==> src/wss_pkg.sv <==
// Package of addresses, bit positions and reset values for the wake and switch status bank.
package wss_pkg;

    //////////////////////////////////////////////////////////////////////////////////////////
    // Register addresses on the 7-bit control interface address field.
    localparam logic [6:0] ADDR_WAKE_MAIN = 7'h46;  // Bus, timer and wake-input wake flags.
    localparam logic [6:0] ADDR_WAKE_GP   = 7'h47;  // General-purpose pin wake flags.
    localparam logic [6:0] ADDR_LEVEL     = 7'h48;  // Live or sampled input levels.
    localparam logic [6:0] ADDR_OVERLOAD  = 7'h54;  // High-side over-current or over-temperature.
    localparam logic [6:0] ADDR_OPEN_LOAD = 7'h55;  // High-side open-load flags.

    //////////////////////////////////////////////////////////////////////////////////////////
    // Bit positions inside the wake source register.
    localparam int BIT_LIN_WAKE   = 6;  // LIN bus wake flag.
    localparam int BIT_CAN_WAKE   = 5;  // CAN bus wake flag.
    localparam int BIT_TIMER_WAKE = 4;  // Internal timer wake flag.
    localparam int BIT_WK_LSB     = 0;  // Wake inputs one to three occupy bits 0 to 2.

    // Bit positions inside the general-purpose wake register and the level register.
    localparam int BIT_GP_LSB     = 4;  // General-purpose pins one and two occupy bits 4 and 5.
    localparam int BIT_STRAP      = 7;  // Development strap level on the test pin.
    localparam int BIT_PULLUP     = 6;  // External pull-up detected on the interrupt pin.

    // Bit position of the four high-side switch flags.
    localparam int BIT_HS_LSB     = 0;  // Switches one to four occupy bits 0 to 3.

    //////////////////////////////////////////////////////////////////////////////////////////
    // Counts and reset values.
    localparam int         NUM_WK     = 3;      // Number of high-voltage wake inputs.
    localparam int         NUM_GP     = 2;      // Number of general-purpose pins.
    localparam int         NUM_HS     = 4;      // Number of high-side switches.
    localparam logic [7:0] RST_BYTE   = 8'h00;  // Power-on and soft reset value of every flag.
    localparam logic [7:0] READ_NONE  = 8'h00;  // Answer to an unmapped address.

endpackage

==> src/wss_lvl_if.sv <==
// Interface that carries synchronised pin levels from the sampler to the register bank.
`timescale 1ns/100ps
interface wss_lvl_if;
    logic [wss_pkg::NUM_WK-1:0] wk_lvl;     // Synchronised wake input levels.
    logic [wss_pkg::NUM_GP-1:0] gp_lvl;     // Synchronised general-purpose pin levels.
    logic                       strap_lvl;  // Synchronised development strap level.
    logic                       pullup_lvl; // Synchronised interrupt pull-up detect level.

    // The sampler drives the levels.
    modport src (output wk_lvl, output gp_lvl, output strap_lvl, output pullup_lvl);
    // The register bank reads them.
    modport dst (input wk_lvl, input gp_lvl, input strap_lvl, input pullup_lvl);
endinterface

==> src/wss_pin_sync.sv <==
// Two-flop synchroniser for the asynchronous pin levels read by the status bank.
`timescale 1ns/100ps
module wss_pin_sync #(
    parameter int NUM_WK = wss_pkg::NUM_WK,
    parameter int NUM_GP = wss_pkg::NUM_GP
) (
    // Clock and reset.
    input  wire logic              i_clk,
    input  wire logic              i_srst,
    // Asynchronous pins.
    input  wire logic [NUM_WK-1:0] i_wk_pin,
    input  wire logic [NUM_GP-1:0] i_gp_pin,
    input  wire logic              i_strap_pin,
    input  wire logic              i_pullup_pin,
    // Synchronised levels.
    wss_lvl_if.src                 lvl
);

    localparam int W = NUM_WK + NUM_GP + 2;  // Total number of synchronised pins.

    // All state of the sampler: first and second synchroniser stages.
    typedef struct packed {
        logic [W-1:0] meta;   // First stage, read only by the second stage.
        logic [W-1:0] sync;   // Second stage, safe for logic.
    } wss_sync_state_t;

    wss_sync_state_t sync_reg;   // Registered state.
    wss_sync_state_t sync_next;  // Next state.

    ////////////////////////////////////////////////////////////////////////////////////////////
    // Next state: shift every pin through the two stages.
    always_comb begin
        sync_next      = sync_reg;
        sync_next.meta = {i_pullup_pin, i_strap_pin, i_gp_pin, i_wk_pin};
        sync_next.sync = sync_reg.meta;
    end

    // Register the state; reset parks both stages low.
    always_ff @(posedge i_clk) begin
        if (i_srst) begin
            sync_reg <= '0;
        end else begin
            sync_reg <= sync_next;
        end
    end

    ////////////////////////////////////////////////////////////////////////////////////////////
    // Only the second stage leaves the module.
    assign lvl.wk_lvl     = sync_reg.sync[NUM_WK-1:0];
    assign lvl.gp_lvl     = sync_reg.sync[NUM_WK+NUM_GP-1:NUM_WK];
    assign lvl.strap_lvl  = sync_reg.sync[W-2];
    assign lvl.pullup_lvl = sync_reg.sync[W-1];

endmodule

==> src/wss_status_regs.sv <==
// Wake source, input level and high-side switch status registers with host clear commands.
// What this block does
// - LIN, CAN, timer wakes set bits 6,5,4.
// - Reserved bits always read zero.
// - Fail-safe exit wakes also set flags.
// - Level bit 7 shows development strap.
// - Level bit 6 shows interrupt pull-up.
// - Level bits 5,4 show general-purpose pins.
// - Refresh pin levels in normal/stop when configured.
// - Cyclic mode: wake levels update per sample.
// - General-purpose pins never cyclically sampled.
// - Selected pin shows level despite switch use.
// - Overload bits 3..0 flag switches four..one.
// - Overload flags may be spurious at low supply.
// - Flags never self-clear; only host clear or reset clears.
`timescale 1ns/100ps
module wss_status_regs #(
    parameter int NUM_WK = wss_pkg::NUM_WK,
    parameter int NUM_GP = wss_pkg::NUM_GP,
    parameter int NUM_HS = wss_pkg::NUM_HS
) (
    // Clock and reset.
    input  wire logic              i_clk,
    input  wire logic              i_srst,
    // Wake event pulses from the wake state machine.
    input  wire logic              i_lin_wake_evt,
    input  wire logic              i_can_wake_evt,
    input  wire logic              i_timer_wake_evt,
    input  wire logic [NUM_WK-1:0] i_wk_wake_evt,
    input  wire logic [NUM_GP-1:0] i_gp_wake_evt,
    // Switch diagnosis events from the high-side sensing logic.
    input  wire logic [NUM_HS-1:0] i_hs_overload_evt,
    input  wire logic [NUM_HS-1:0] i_hs_open_load_evt,
    // Operating state and pin configuration.
    input  wire logic              i_normal_or_stop,
    input  wire logic              i_cyclic_active,
    input  wire logic              i_cyclic_sample,
    input  wire logic [NUM_GP-1:0] i_gp_sel_gpio,
    input  wire logic [NUM_GP-1:0] i_gp_cfg_active,
    // Asynchronous pins.
    input  wire logic [NUM_WK-1:0] i_wk_pin,
    input  wire logic [NUM_GP-1:0] i_gp_pin,
    input  wire logic              i_fail_out_test_pin,
    input  wire logic              i_int_pullup_pin,
    // Register access from the serial control interface decoder.
    input  wire logic [6:0]        i_reg_addr,
    input  wire logic              i_reg_rd,
    input  wire logic              i_reg_clr,
    output logic [7:0]             o_reg_rdata,
    output logic                   o_reg_rvalid
);

    ////////////////////////////////////////////////////////////////////////////////////////////
    // All state of the bank in one packed struct.
    typedef struct packed {
        logic              lin_bus_wake_flag;    // LIN bus woke the device.
        logic              can_bus_wake_flag;    // CAN bus woke the device.
        logic              timer_wake_flag;      // Internal timer woke the device.
        logic [NUM_WK-1:0] wk_wake_flag;         // Wake inputs one to three.
        logic [NUM_GP-1:0] gp_wake_flag;         // General-purpose pins one and two.
        logic [NUM_WK-1:0] wk_level;             // Held wake input levels.
        logic [NUM_GP-1:0] gp_level;             // Held general-purpose pin levels.
        logic [NUM_HS-1:0] overload_flag;        // Over-current or over-temperature.
        logic [NUM_HS-1:0] open_load_flag;       // Open load.
        logic [7:0]        rdata;                // Read answer.
        logic              rvalid;               // Read answer strobe.
    } wss_bank_state_t;

    wss_bank_state_t bank_reg;   // Registered state.
    wss_bank_state_t bank_next;  // Next state.

    wss_lvl_if lvl ();           // Synchronised pin levels.

    // Synchroniser for every pin that the bank reports.
    wss_pin_sync #(
        .NUM_WK (NUM_WK),
        .NUM_GP (NUM_GP)
    ) u_sync (
        .i_clk        (i_clk),
        .i_srst       (i_srst),
        .i_wk_pin     (i_wk_pin),
        .i_gp_pin     (i_gp_pin),
        .i_strap_pin  (i_fail_out_test_pin),
        .i_pullup_pin (i_int_pullup_pin),
        .lvl          (lvl)
    );

    ////////////////////////////////////////////////////////////////////////////////////////////
    // Sticky flag update: a new event wins over a clear in the same cycle, so nothing is lost.
    function automatic logic sticky(input logic cur, input logic set, input logic clr);
        sticky = set | (cur & ~clr);
    endfunction

    // Vector form of the same update for the multi-bit flag groups.
    function automatic logic [7:0] sticky_vec(input logic [7:0] cur, input logic [7:0] set,
                                              input logic clr);
        sticky_vec = set | (cur & ~{8{clr}});
    endfunction

    // Clear strobes per register, decoded once.
    logic clr_main;   // Clear command to the wake source register.
    logic clr_gp;     // Clear command to the general-purpose wake register.
    logic clr_ovl;    // Clear command to the overload register.
    logic clr_ol;     // Clear command to the open-load register.
    logic [7:0] sv_wk;   // Scratch for the wake input flags.
    logic [7:0] sv_gp;   // Scratch for the general-purpose wake flags.
    logic [7:0] sv_ovl;  // Scratch for the overload flags.
    logic [7:0] sv_ol;   // Scratch for the open-load flags.

    // A clear to the level register is a clear of read-only bits and is simply ignored.
    assign clr_main = i_reg_clr && (i_reg_addr == wss_pkg::ADDR_WAKE_MAIN);
    assign clr_gp   = i_reg_clr && (i_reg_addr == wss_pkg::ADDR_WAKE_GP);
    assign clr_ovl  = i_reg_clr && (i_reg_addr == wss_pkg::ADDR_OVERLOAD);
    assign clr_ol   = i_reg_clr && (i_reg_addr == wss_pkg::ADDR_OPEN_LOAD);

    ////////////////////////////////////////////////////////////////////////////////////////////
    // Next state of flags, levels and the read answer.
    always_comb begin
        bank_next = bank_reg;
        sv_wk     = 8'h00;
        sv_gp     = 8'h00;
        sv_ovl    = 8'h00;
        sv_ol     = 8'h00;

        // Wake flags set on any wake, including one that ends fail-safe; no self-clear.
        bank_next.lin_bus_wake_flag = sticky(bank_reg.lin_bus_wake_flag, i_lin_wake_evt,
                                             clr_main);
        bank_next.can_bus_wake_flag = sticky(bank_reg.can_bus_wake_flag, i_can_wake_evt,
                                             clr_main);
        bank_next.timer_wake_flag   = sticky(bank_reg.timer_wake_flag, i_timer_wake_evt,
                                             clr_main);
        sv_wk = sticky_vec(8'(bank_reg.wk_wake_flag), 8'(i_wk_wake_evt), clr_main);
        bank_next.wk_wake_flag = sv_wk[NUM_WK-1:0];
        sv_gp = sticky_vec(8'(bank_reg.gp_wake_flag), 8'(i_gp_wake_evt), clr_gp);
        bank_next.gp_wake_flag = sv_gp[NUM_GP-1:0];

        // Switch flags; overload may be set spuriously at low supply, software must judge.
        sv_ovl = sticky_vec(8'(bank_reg.overload_flag), 8'(i_hs_overload_evt), clr_ovl);
        bank_next.overload_flag = sv_ovl[NUM_HS-1:0];
        sv_ol = sticky_vec(8'(bank_reg.open_load_flag), 8'(i_hs_open_load_evt), clr_ol);
        bank_next.open_load_flag = sv_ol[NUM_HS-1:0];

        // Wake input levels: follow the pin, or only the last sample in cyclic operation.
        if (i_cyclic_active) begin
            if (i_cyclic_sample) begin
                bank_next.wk_level = lvl.wk_lvl;
            end
        end else begin
            bank_next.wk_level = lvl.wk_lvl;
        end

        // General-purpose levels: refreshed per pin, never by the cyclic sample strobe.
        for (int g = 0; g < NUM_GP; g++) begin
            if (i_normal_or_stop && (i_gp_sel_gpio[g] || i_gp_cfg_active[g])) begin
                bank_next.gp_level[g] = lvl.gp_lvl[g];
            end
        end

        // Read answer; unspecified bits stay zero so reserved positions read as zero.
        bank_next.rvalid = i_reg_rd;
        bank_next.rdata  = wss_pkg::READ_NONE;
        if (i_reg_rd) begin
            unique case (i_reg_addr)
                wss_pkg::ADDR_WAKE_MAIN: begin
                    bank_next.rdata[wss_pkg::BIT_LIN_WAKE]   = bank_reg.lin_bus_wake_flag;
                    bank_next.rdata[wss_pkg::BIT_CAN_WAKE]   = bank_reg.can_bus_wake_flag;
                    bank_next.rdata[wss_pkg::BIT_TIMER_WAKE] = bank_reg.timer_wake_flag;
                    bank_next.rdata[wss_pkg::BIT_WK_LSB +: NUM_WK] = bank_reg.wk_wake_flag;
                end
                wss_pkg::ADDR_WAKE_GP: begin
                    bank_next.rdata[wss_pkg::BIT_GP_LSB +: NUM_GP] = bank_reg.gp_wake_flag;
                end
                wss_pkg::ADDR_LEVEL: begin
                    bank_next.rdata[wss_pkg::BIT_STRAP]  = lvl.strap_lvl;
                    bank_next.rdata[wss_pkg::BIT_PULLUP] = lvl.pullup_lvl;
                    bank_next.rdata[wss_pkg::BIT_GP_LSB +: NUM_GP] = bank_reg.gp_level;
                    bank_next.rdata[wss_pkg::BIT_WK_LSB +: NUM_WK] = bank_reg.wk_level;
                end
                wss_pkg::ADDR_OVERLOAD: begin
                    bank_next.rdata[wss_pkg::BIT_HS_LSB +: NUM_HS] = bank_reg.overload_flag;
                end
                wss_pkg::ADDR_OPEN_LOAD: begin
                    bank_next.rdata[wss_pkg::BIT_HS_LSB +: NUM_HS] =
                        bank_reg.open_load_flag;
                end
                default: begin
                    // Unmapped address: the answer stays zero.
                    bank_next.rdata = wss_pkg::READ_NONE;
                end
            endcase
        end
    end

    ////////////////////////////////////////////////////////////////////////////////////////////
    // Register the state. Of the resets, only power-on or soft reset clears the flags; a restart of the
    // device is not a reset of this bank, so the flags survive it.
    always_ff @(posedge i_clk) begin
        if (i_srst) begin
            bank_reg <= '0;
        end else begin
            bank_reg <= bank_next;
        end
    end

    // Outputs come straight from the registered state.
    assign o_reg_rdata  = bank_reg.rdata;
    assign o_reg_rvalid = bank_reg.rvalid;

endmodule

==> config.mk <==
export PLATFORM = sky130hd
export DESIGN_NAME = wss_status_regs
export DESIGN_NICKNAME = d
export VERILOG_FILES = /design/src/wss_pkg.sv /design/src/wss_lvl_if.sv /design/src/wss_pin_sync.sv /design/src/wss_status_regs.sv
export SDC_FILE = /design/constraint.sdc
export NUM_CORES = 1
export LEC_CHECK = 0
export ABC_AREA = 0
export BUFFER_PORTS_ARGS = -buffer_cell sky130_fd_sc_hd__buf_2
export CORE_AREA = 2 2 61 63
export DETAILED_ROUTE_END_ITERATION = 7
export DIE_AREA = 0 0 63 65
export PLACE_DENSITY_LB_ADDON = 0.05
export SETUP_SLACK_MARGIN = 0.2
export SKIP_LAST_GASP = 1
export SLEW_MARGIN = 25
export SYNTH_ARGS = -nofsm -noshare
export SYNTH_HDL_FRONTEND = slang
export SYNTH_SLANG_ARGS = --single-unit
export TNS_END_PERCENT = 100
==> constraint.sdc <==
create_clock -name i_clk -period 1.5 [get_ports i_clk]
set_clock_uncertainty 0.05 [all_clocks]
set_input_delay 0.3 -clock i_clk [delete_from_list [all_inputs] [get_ports i_clk]]
set_output_delay 0.3 -clock i_clk [all_outputs]
set_load 0.05 [all_outputs]
### After elaboration in Yosys (flattened, before gate mapping)

Cells that the tools add are included.

| storage, ports and cells | value |
|---|---|
| logic and storage cells | 58 |
| output and inout port bits | 9 |
| input bits | 41 |
| register bits | 44 |

| cells by class | value |
|---|---|
| reductions and logical operators | 10 |
| equal/unequal tests | 6 |
| bitwise gates (word level) | 21 |
| multiplexer cells | 6 |

Operators with widths:

| cell | count |
|---|---|
| 7-bit == test (second input constant) | 5 |
| 3-bit one-hot mux with 4 select lines | 1 |
| 4-bit bitwise AND | 2 |
| 4-bit inverter | 2 |
| 4-bit bitwise OR | 2 |
| 1-bit logical AND | 6 |
| 3-bit 2-to-1 mux | 2 |
| 2-bit one-hot mux with 3 select lines | 1 |
| 1-bit one-hot mux with 2 select lines | 2 |
| 1-bit bitwise AND | 3 |
| 3-bit bitwise AND | 1 |
| 1-bit inverter | 3 |
| 3-bit inverter | 1 |
| 1-bit bitwise OR | 3 |
| 3-bit bitwise OR | 1 |
| 3-bit OR reduction | 1 |
| 2-bit bitwise AND | 1 |
| 1-bit logical OR | 2 |
| 2-bit by 1-bit inequality test with 1-bit output (second input constant) | 1 |
| 2-bit inverter | 1 |
| 2-bit bitwise OR | 1 |
| 2-bit OR reduction | 1 |

### Logic depth before layout (Yosys ltp)

| logic depth | value |
|---|---|
| depth after elaboration | 5 |
| mapped depth | 6 |
| gate-level depth less buffers | 5 |

### Modules after synthesis

From an unflattened synthesis, not the netlist that was laid out.

| unflattened totals | value |
|---|---|
| cells, all modules | 158 |
| area total of the unflattened synthesis | 1,625.3 um2 |

Modules (own cells, without submodules):

| module | times used | cells each | area an instance (um2) | sequential area each (um2) |
|---|---|---|---|---|
| wss_status_regs | 1 | 129 | 1,217.4 | 600.6 |
| wss_pin_sync | 1 | 29 | 407.9 | 280.3 |

### Worst setup path after synthesis

Ideal clock, no wire load.

| timing | value |
|---|---|
| path type | input port to flip-flop |
| start | input port i_reg_addr[5] |
| end | register bank_reg[27] (netlist name) |
| path buffers | 0 |
| required time | 1,333 ps |
| setup time | 117 ps |
| data arrival time | 1,273 ps |
| slack | 60 ps |
| stages | 4 |
| cell sequence | or4b_4 > nor2_4 > a21oi_2 > a22o_1 |

| between the ends | value |
|---|---|
| word-level cells in the longest chain between the ends | 5 |

RTL lines:

| item | line | text |
|---|---|---|
| from (decl) | wss_status_regs.sv:46 | `input wire logic [6:0] i_reg_addr,` |
| 7-bit == test | wss_status_regs.sv:111 | `assign clr_main = i_reg_clr && (i_reg_addr == wss_pkg::ADDR_WAKE_MAIN);` |
| 1-bit logical AND | wss_status_regs.sv:111 |  |
| 1-bit inverter | wss_status_regs.sv:91 | `sticky = set \| (cur & ~clr);` |
| 1-bit bitwise AND | wss_status_regs.sv:91 |  |
| 1-bit bitwise OR | wss_status_regs.sv:91 |  |
| to (signal assigned) | wss_status_regs.sv:201 | `bank_reg <= bank_next;` |
| to (decl) | wss_status_regs.sv:69 | `wss_bank_state_t bank_reg;` |

Every way passes these cells.
A chain may end at the register's enable or synchronous reset.

### Worst setup path in the final report

| timing | value |
|---|---|
| start | register bank_reg (netlist bit o_reg_rdata[6]) |
| end | output port o_reg_rdata[6] |

RTL lines:

| item | line | text |
|---|---|---|
| to (decl) | wss_status_regs.sv:49 | `output logic [7:0] o_reg_rdata,` |

No word-level cell between the ends.

==> flow_metrics.py <==
metrics = {
    "run_status": {
        "status": "completed",
    },
    "detailed_routing": {
        "initialDrtViolationCount": 62,
        "post_drt_via_cell_ratio": 4.83,
        "vias": 1245,
        "drt_first_pass_iters": 4,
        "wl_per_cell_um": 11.7,
        "finalWirelength_mm": 3.01,
        "drc_errors": 0,
        "top_layer": "met4",
        "drt.antenna.violating_nets": 0,
        "wl_met2_mm": 1.39,
        "wl_met3_um": 172,
        "wl_met1_mm": 1.39,
    },
    "clock_network": {
        "cts_sinks": 44,
        "clk_pin_slew_ns": 0.12,
        "cts_tree": "done",
        "cts-root-buf": "clkbuf_4",
        "hold_buffers": 0,
        "cts.htree.levels": 2,
        "clkLatencyLatePin_ns": 0.35,
        "cts_setup_buffers": 0,
        "cts_buffers": 5,
        "clockBufferDepth": 2,
    },
    "floorplan": {
        "rows": 22,
        "die-area_um2": 4100,
        "start_util": 0.461,
        "num_io_pins": 50,
        "fp.dieH_um": 65,
        "die_x_um": 63,
        "core_um2": 3500,
    },
    "worst_setup_path": {
        "max_stage_delay_ns": 0.32,
        "cpLargestDelayFamily": "flip-flops",
        "start_kind": "flop",
        "crit_end": "o_reg_rdata[6]",
        "rr_startpoint": "bank_reg[11]",
        "r2r-end": "o_reg_rdata[2]",
        "crit_chain": "buf_2",
        "cp_data_required_time_ns": 1.15,
        "critical_path_class": "flop to output pin",
        "critPathSlowestCell": "dfxtp_1",
        "crit_path_end_kind": "output pin",
        "critPathBufInv": 1,
        "crit_cells": 1,
        "critPathLaunch": "o_reg_rdata[6]",
        "reg2reg_slack_ns": 0.45,
        "cp_data_arrival_time_ns": 0.91,
        "reg2reg_depth": 3,
        "critPathMaxFanout": 1,
    },
    "pwr": {
        "leakagePower_nw": 0.903,
        "peakVddDrop_mv": 0.758,
        "power_density_nw_per_um2": 1100,
    },
    "global_routing": {
        "grt_max_degree": 22,
        "grt_use_total": 0.167,
        "grt_pass1_vias": 1172,
        "grt_first_pass_wirelength_mm": 5.19,
        "grt_overflow_total": 0,
        "antenna_found_initial": 0,
    },
    "synthesis": {
        "syn_nets": 196,
        "synth_area_um2": 1610,
        "syn_inst": 155,
        "synth_xor_area_frac": 0,
        "ys_seq_area_frac": 0.546,
        "synth_enable_flop_cells": 0,
        "yosysWarnings": 0,
        "ys_ff_latch": 44,
        "synth_top_family_by_area": "simple AND/OR/NAND/NOR gates",
        "yosys-mux-area-fraction": 0.0729,
        "synth-simple-area-share": 0.188,
        "ys_types": 32,
        "post_synth_fa_ha_maj_area_fraction": 0,
        "synth-main-ff-cell": "dfxtp_1",
        "async_reset_ff_frac": 0,
        "synth_compound_area_frac": 0.139,
        "syn_area_per_cell_um2": 10.4,
    },
    "timing": {
        "period_minus_slack_ns": 1.26,
        "maxSlewViolCount": 0,
        "fmax_ghz": 0.791,
        "min_period_over_period": 0.843,
        "setup_violations": 0,
        "setup_slack_ns": 0.236,
        "slew_headroom": 0.825,
        "rsz0062_at_grt": "true",
        "final_hold_viol_count": 0,
        "setup_tns_ns": 0,
        "tightest_slew_ns": 0.261,
    },
    "place": {
        "dpl_worst_slack_ns": -0.0908,
        "io_buffers": 49,
        "place_congestion": 0.780,
        "hpwl_mm": 2.38,
    },
    "final_layout": {
        "layout.nets": 250,
        "diodes": 0,
        "area_delta_synth_final_pct": 25.9,
        "largest_register_ffs": 21,
        "drive_above_1_share": 0.376,
    },
    "min_path": {
        "holdPathStages": 2,
        "min_path_type": "input port to flop",
    },
    "job": {
        "drv_cap": 0,
    },
}
-- Yosys cell counts (2+ instances only) --
cell,number,area (µm²)
dfxtp_1,44,881
nor2_1,16,60.1
nor2b_1,15,93.8
a22o_1,10,87.6
a21oi_1,8,40.0
buf_4,8,60.1
mux2_2,6,67.6
nand2_1,6,22.5
a22oi_1,5,37.5
mux2i_1,5,50.1
clkbuf_1,3,11.3
nor3_1,3,15.0
o21ai_0,3,15.0
a211oi_1,2,15.0
inv_1,2,7.51
nand2b_1,2,12.5
nor2_4,2,22.5
-- where the power goes --
group          total, mW  internal (mW)  switching [mW]
Sequential          1.25           1.23          0.0271
Clock              0.768          0.399           0.368
Combinational      0.206          0.116          0.0900
-- cell usage in the layout (no fill, tap or decap), types with 2 or more instances in the layout --
| master | instances |
|---|---|
| a22o_1 | 10 |
| clkbuf_4 | 10 |
| nor2b_1 | 15 |
| buf_4 | 14 |
| dfxtp_1 | 44 |
| a211oi_1 | 2 |
| nand2b_1 | 2 |
| a22oi_1 | 5 |
| nor2_4 | 2 |
| nor2_1 | 16 |
| o21ai_0 | 3 |
| inv_1 | 2 |
| mux2i_1 | 5 |
| nand2_1 | 6 |
| buf_2 | 41 |
| mux2_2 | 6 |
| nor3_1 | 3 |
| a21oi_1 | 8 |
-- through the flow --
stage           util  hold slack (ns)  cell area [µm²]  power, mW  std cells
2_1_floorplan      -            0.350             1610       1.39        155
3_3_place_gp   0.549            0.369             1920       1.48        250
3_5_place_dp   0.549            0.370             1920       1.49        250
4_1_cts        0.577           0.0732             2020       2.26        258
5_1_grt        0.581           0.0733             2030       2.33        258
6_report       0.581           0.0911             2030       2.23        258
-- per-layer routing --
layer / vias to the layer above / global-route usage
li1: 645 / -
met1: 563 / 0.202
met2: 31 / 0.265
met3: 6 / 0.0625
met4: 0 / 0.0750
met5: - / 0
-- repair_timing --
| action | CTS | global route |
|---|---|---|
| endpoints found under the setup margin | 3 | 5 |
| hold endpoints to repair | 0 | 0 |
| resized for setup | 3 | 5 |
-- final cells by class --
class	count	area [µm²]
multi-input combinational	96	644
fill	348	1470
timing repair buffer	60	348
clock buffer	6	51.3
inverter	2	7.51
sequential	44	881
tap	48	60.1
clock inverter	2	38.8
-- kinds of logic after synthesis --
logic type	after synthesis
compound gates	32
buf+inv	15
flops	44
mux	11
simple gates	53
-- worst min path at each step --
| stage | slack [ns] | startpoint | to |
|---|---|---|---|
| after global routing | 0.07 | i_hs_overload_evt[2] | bank_reg[15] |
| final | 0.09 | i_wk_pin[1] | u_sync.sync_next[1] |
| after CTS | 0.07 | i_wk_pin[0] | u_sync.sync_next[0] |
| after detailed placement | 0.37 | u_sync.lvl.strap_lvl | o_reg_rdata[7] |
| after floorplan | 0.35 | u_sync.lvl.strap_lvl | o_reg_rdata[7] |
| after global placement | 0.37 | u_sync.sync_next[2] | u_sync.lvl.wk_lvl[2] |
No activity file was read; power rests on OpenSTA's default activity.
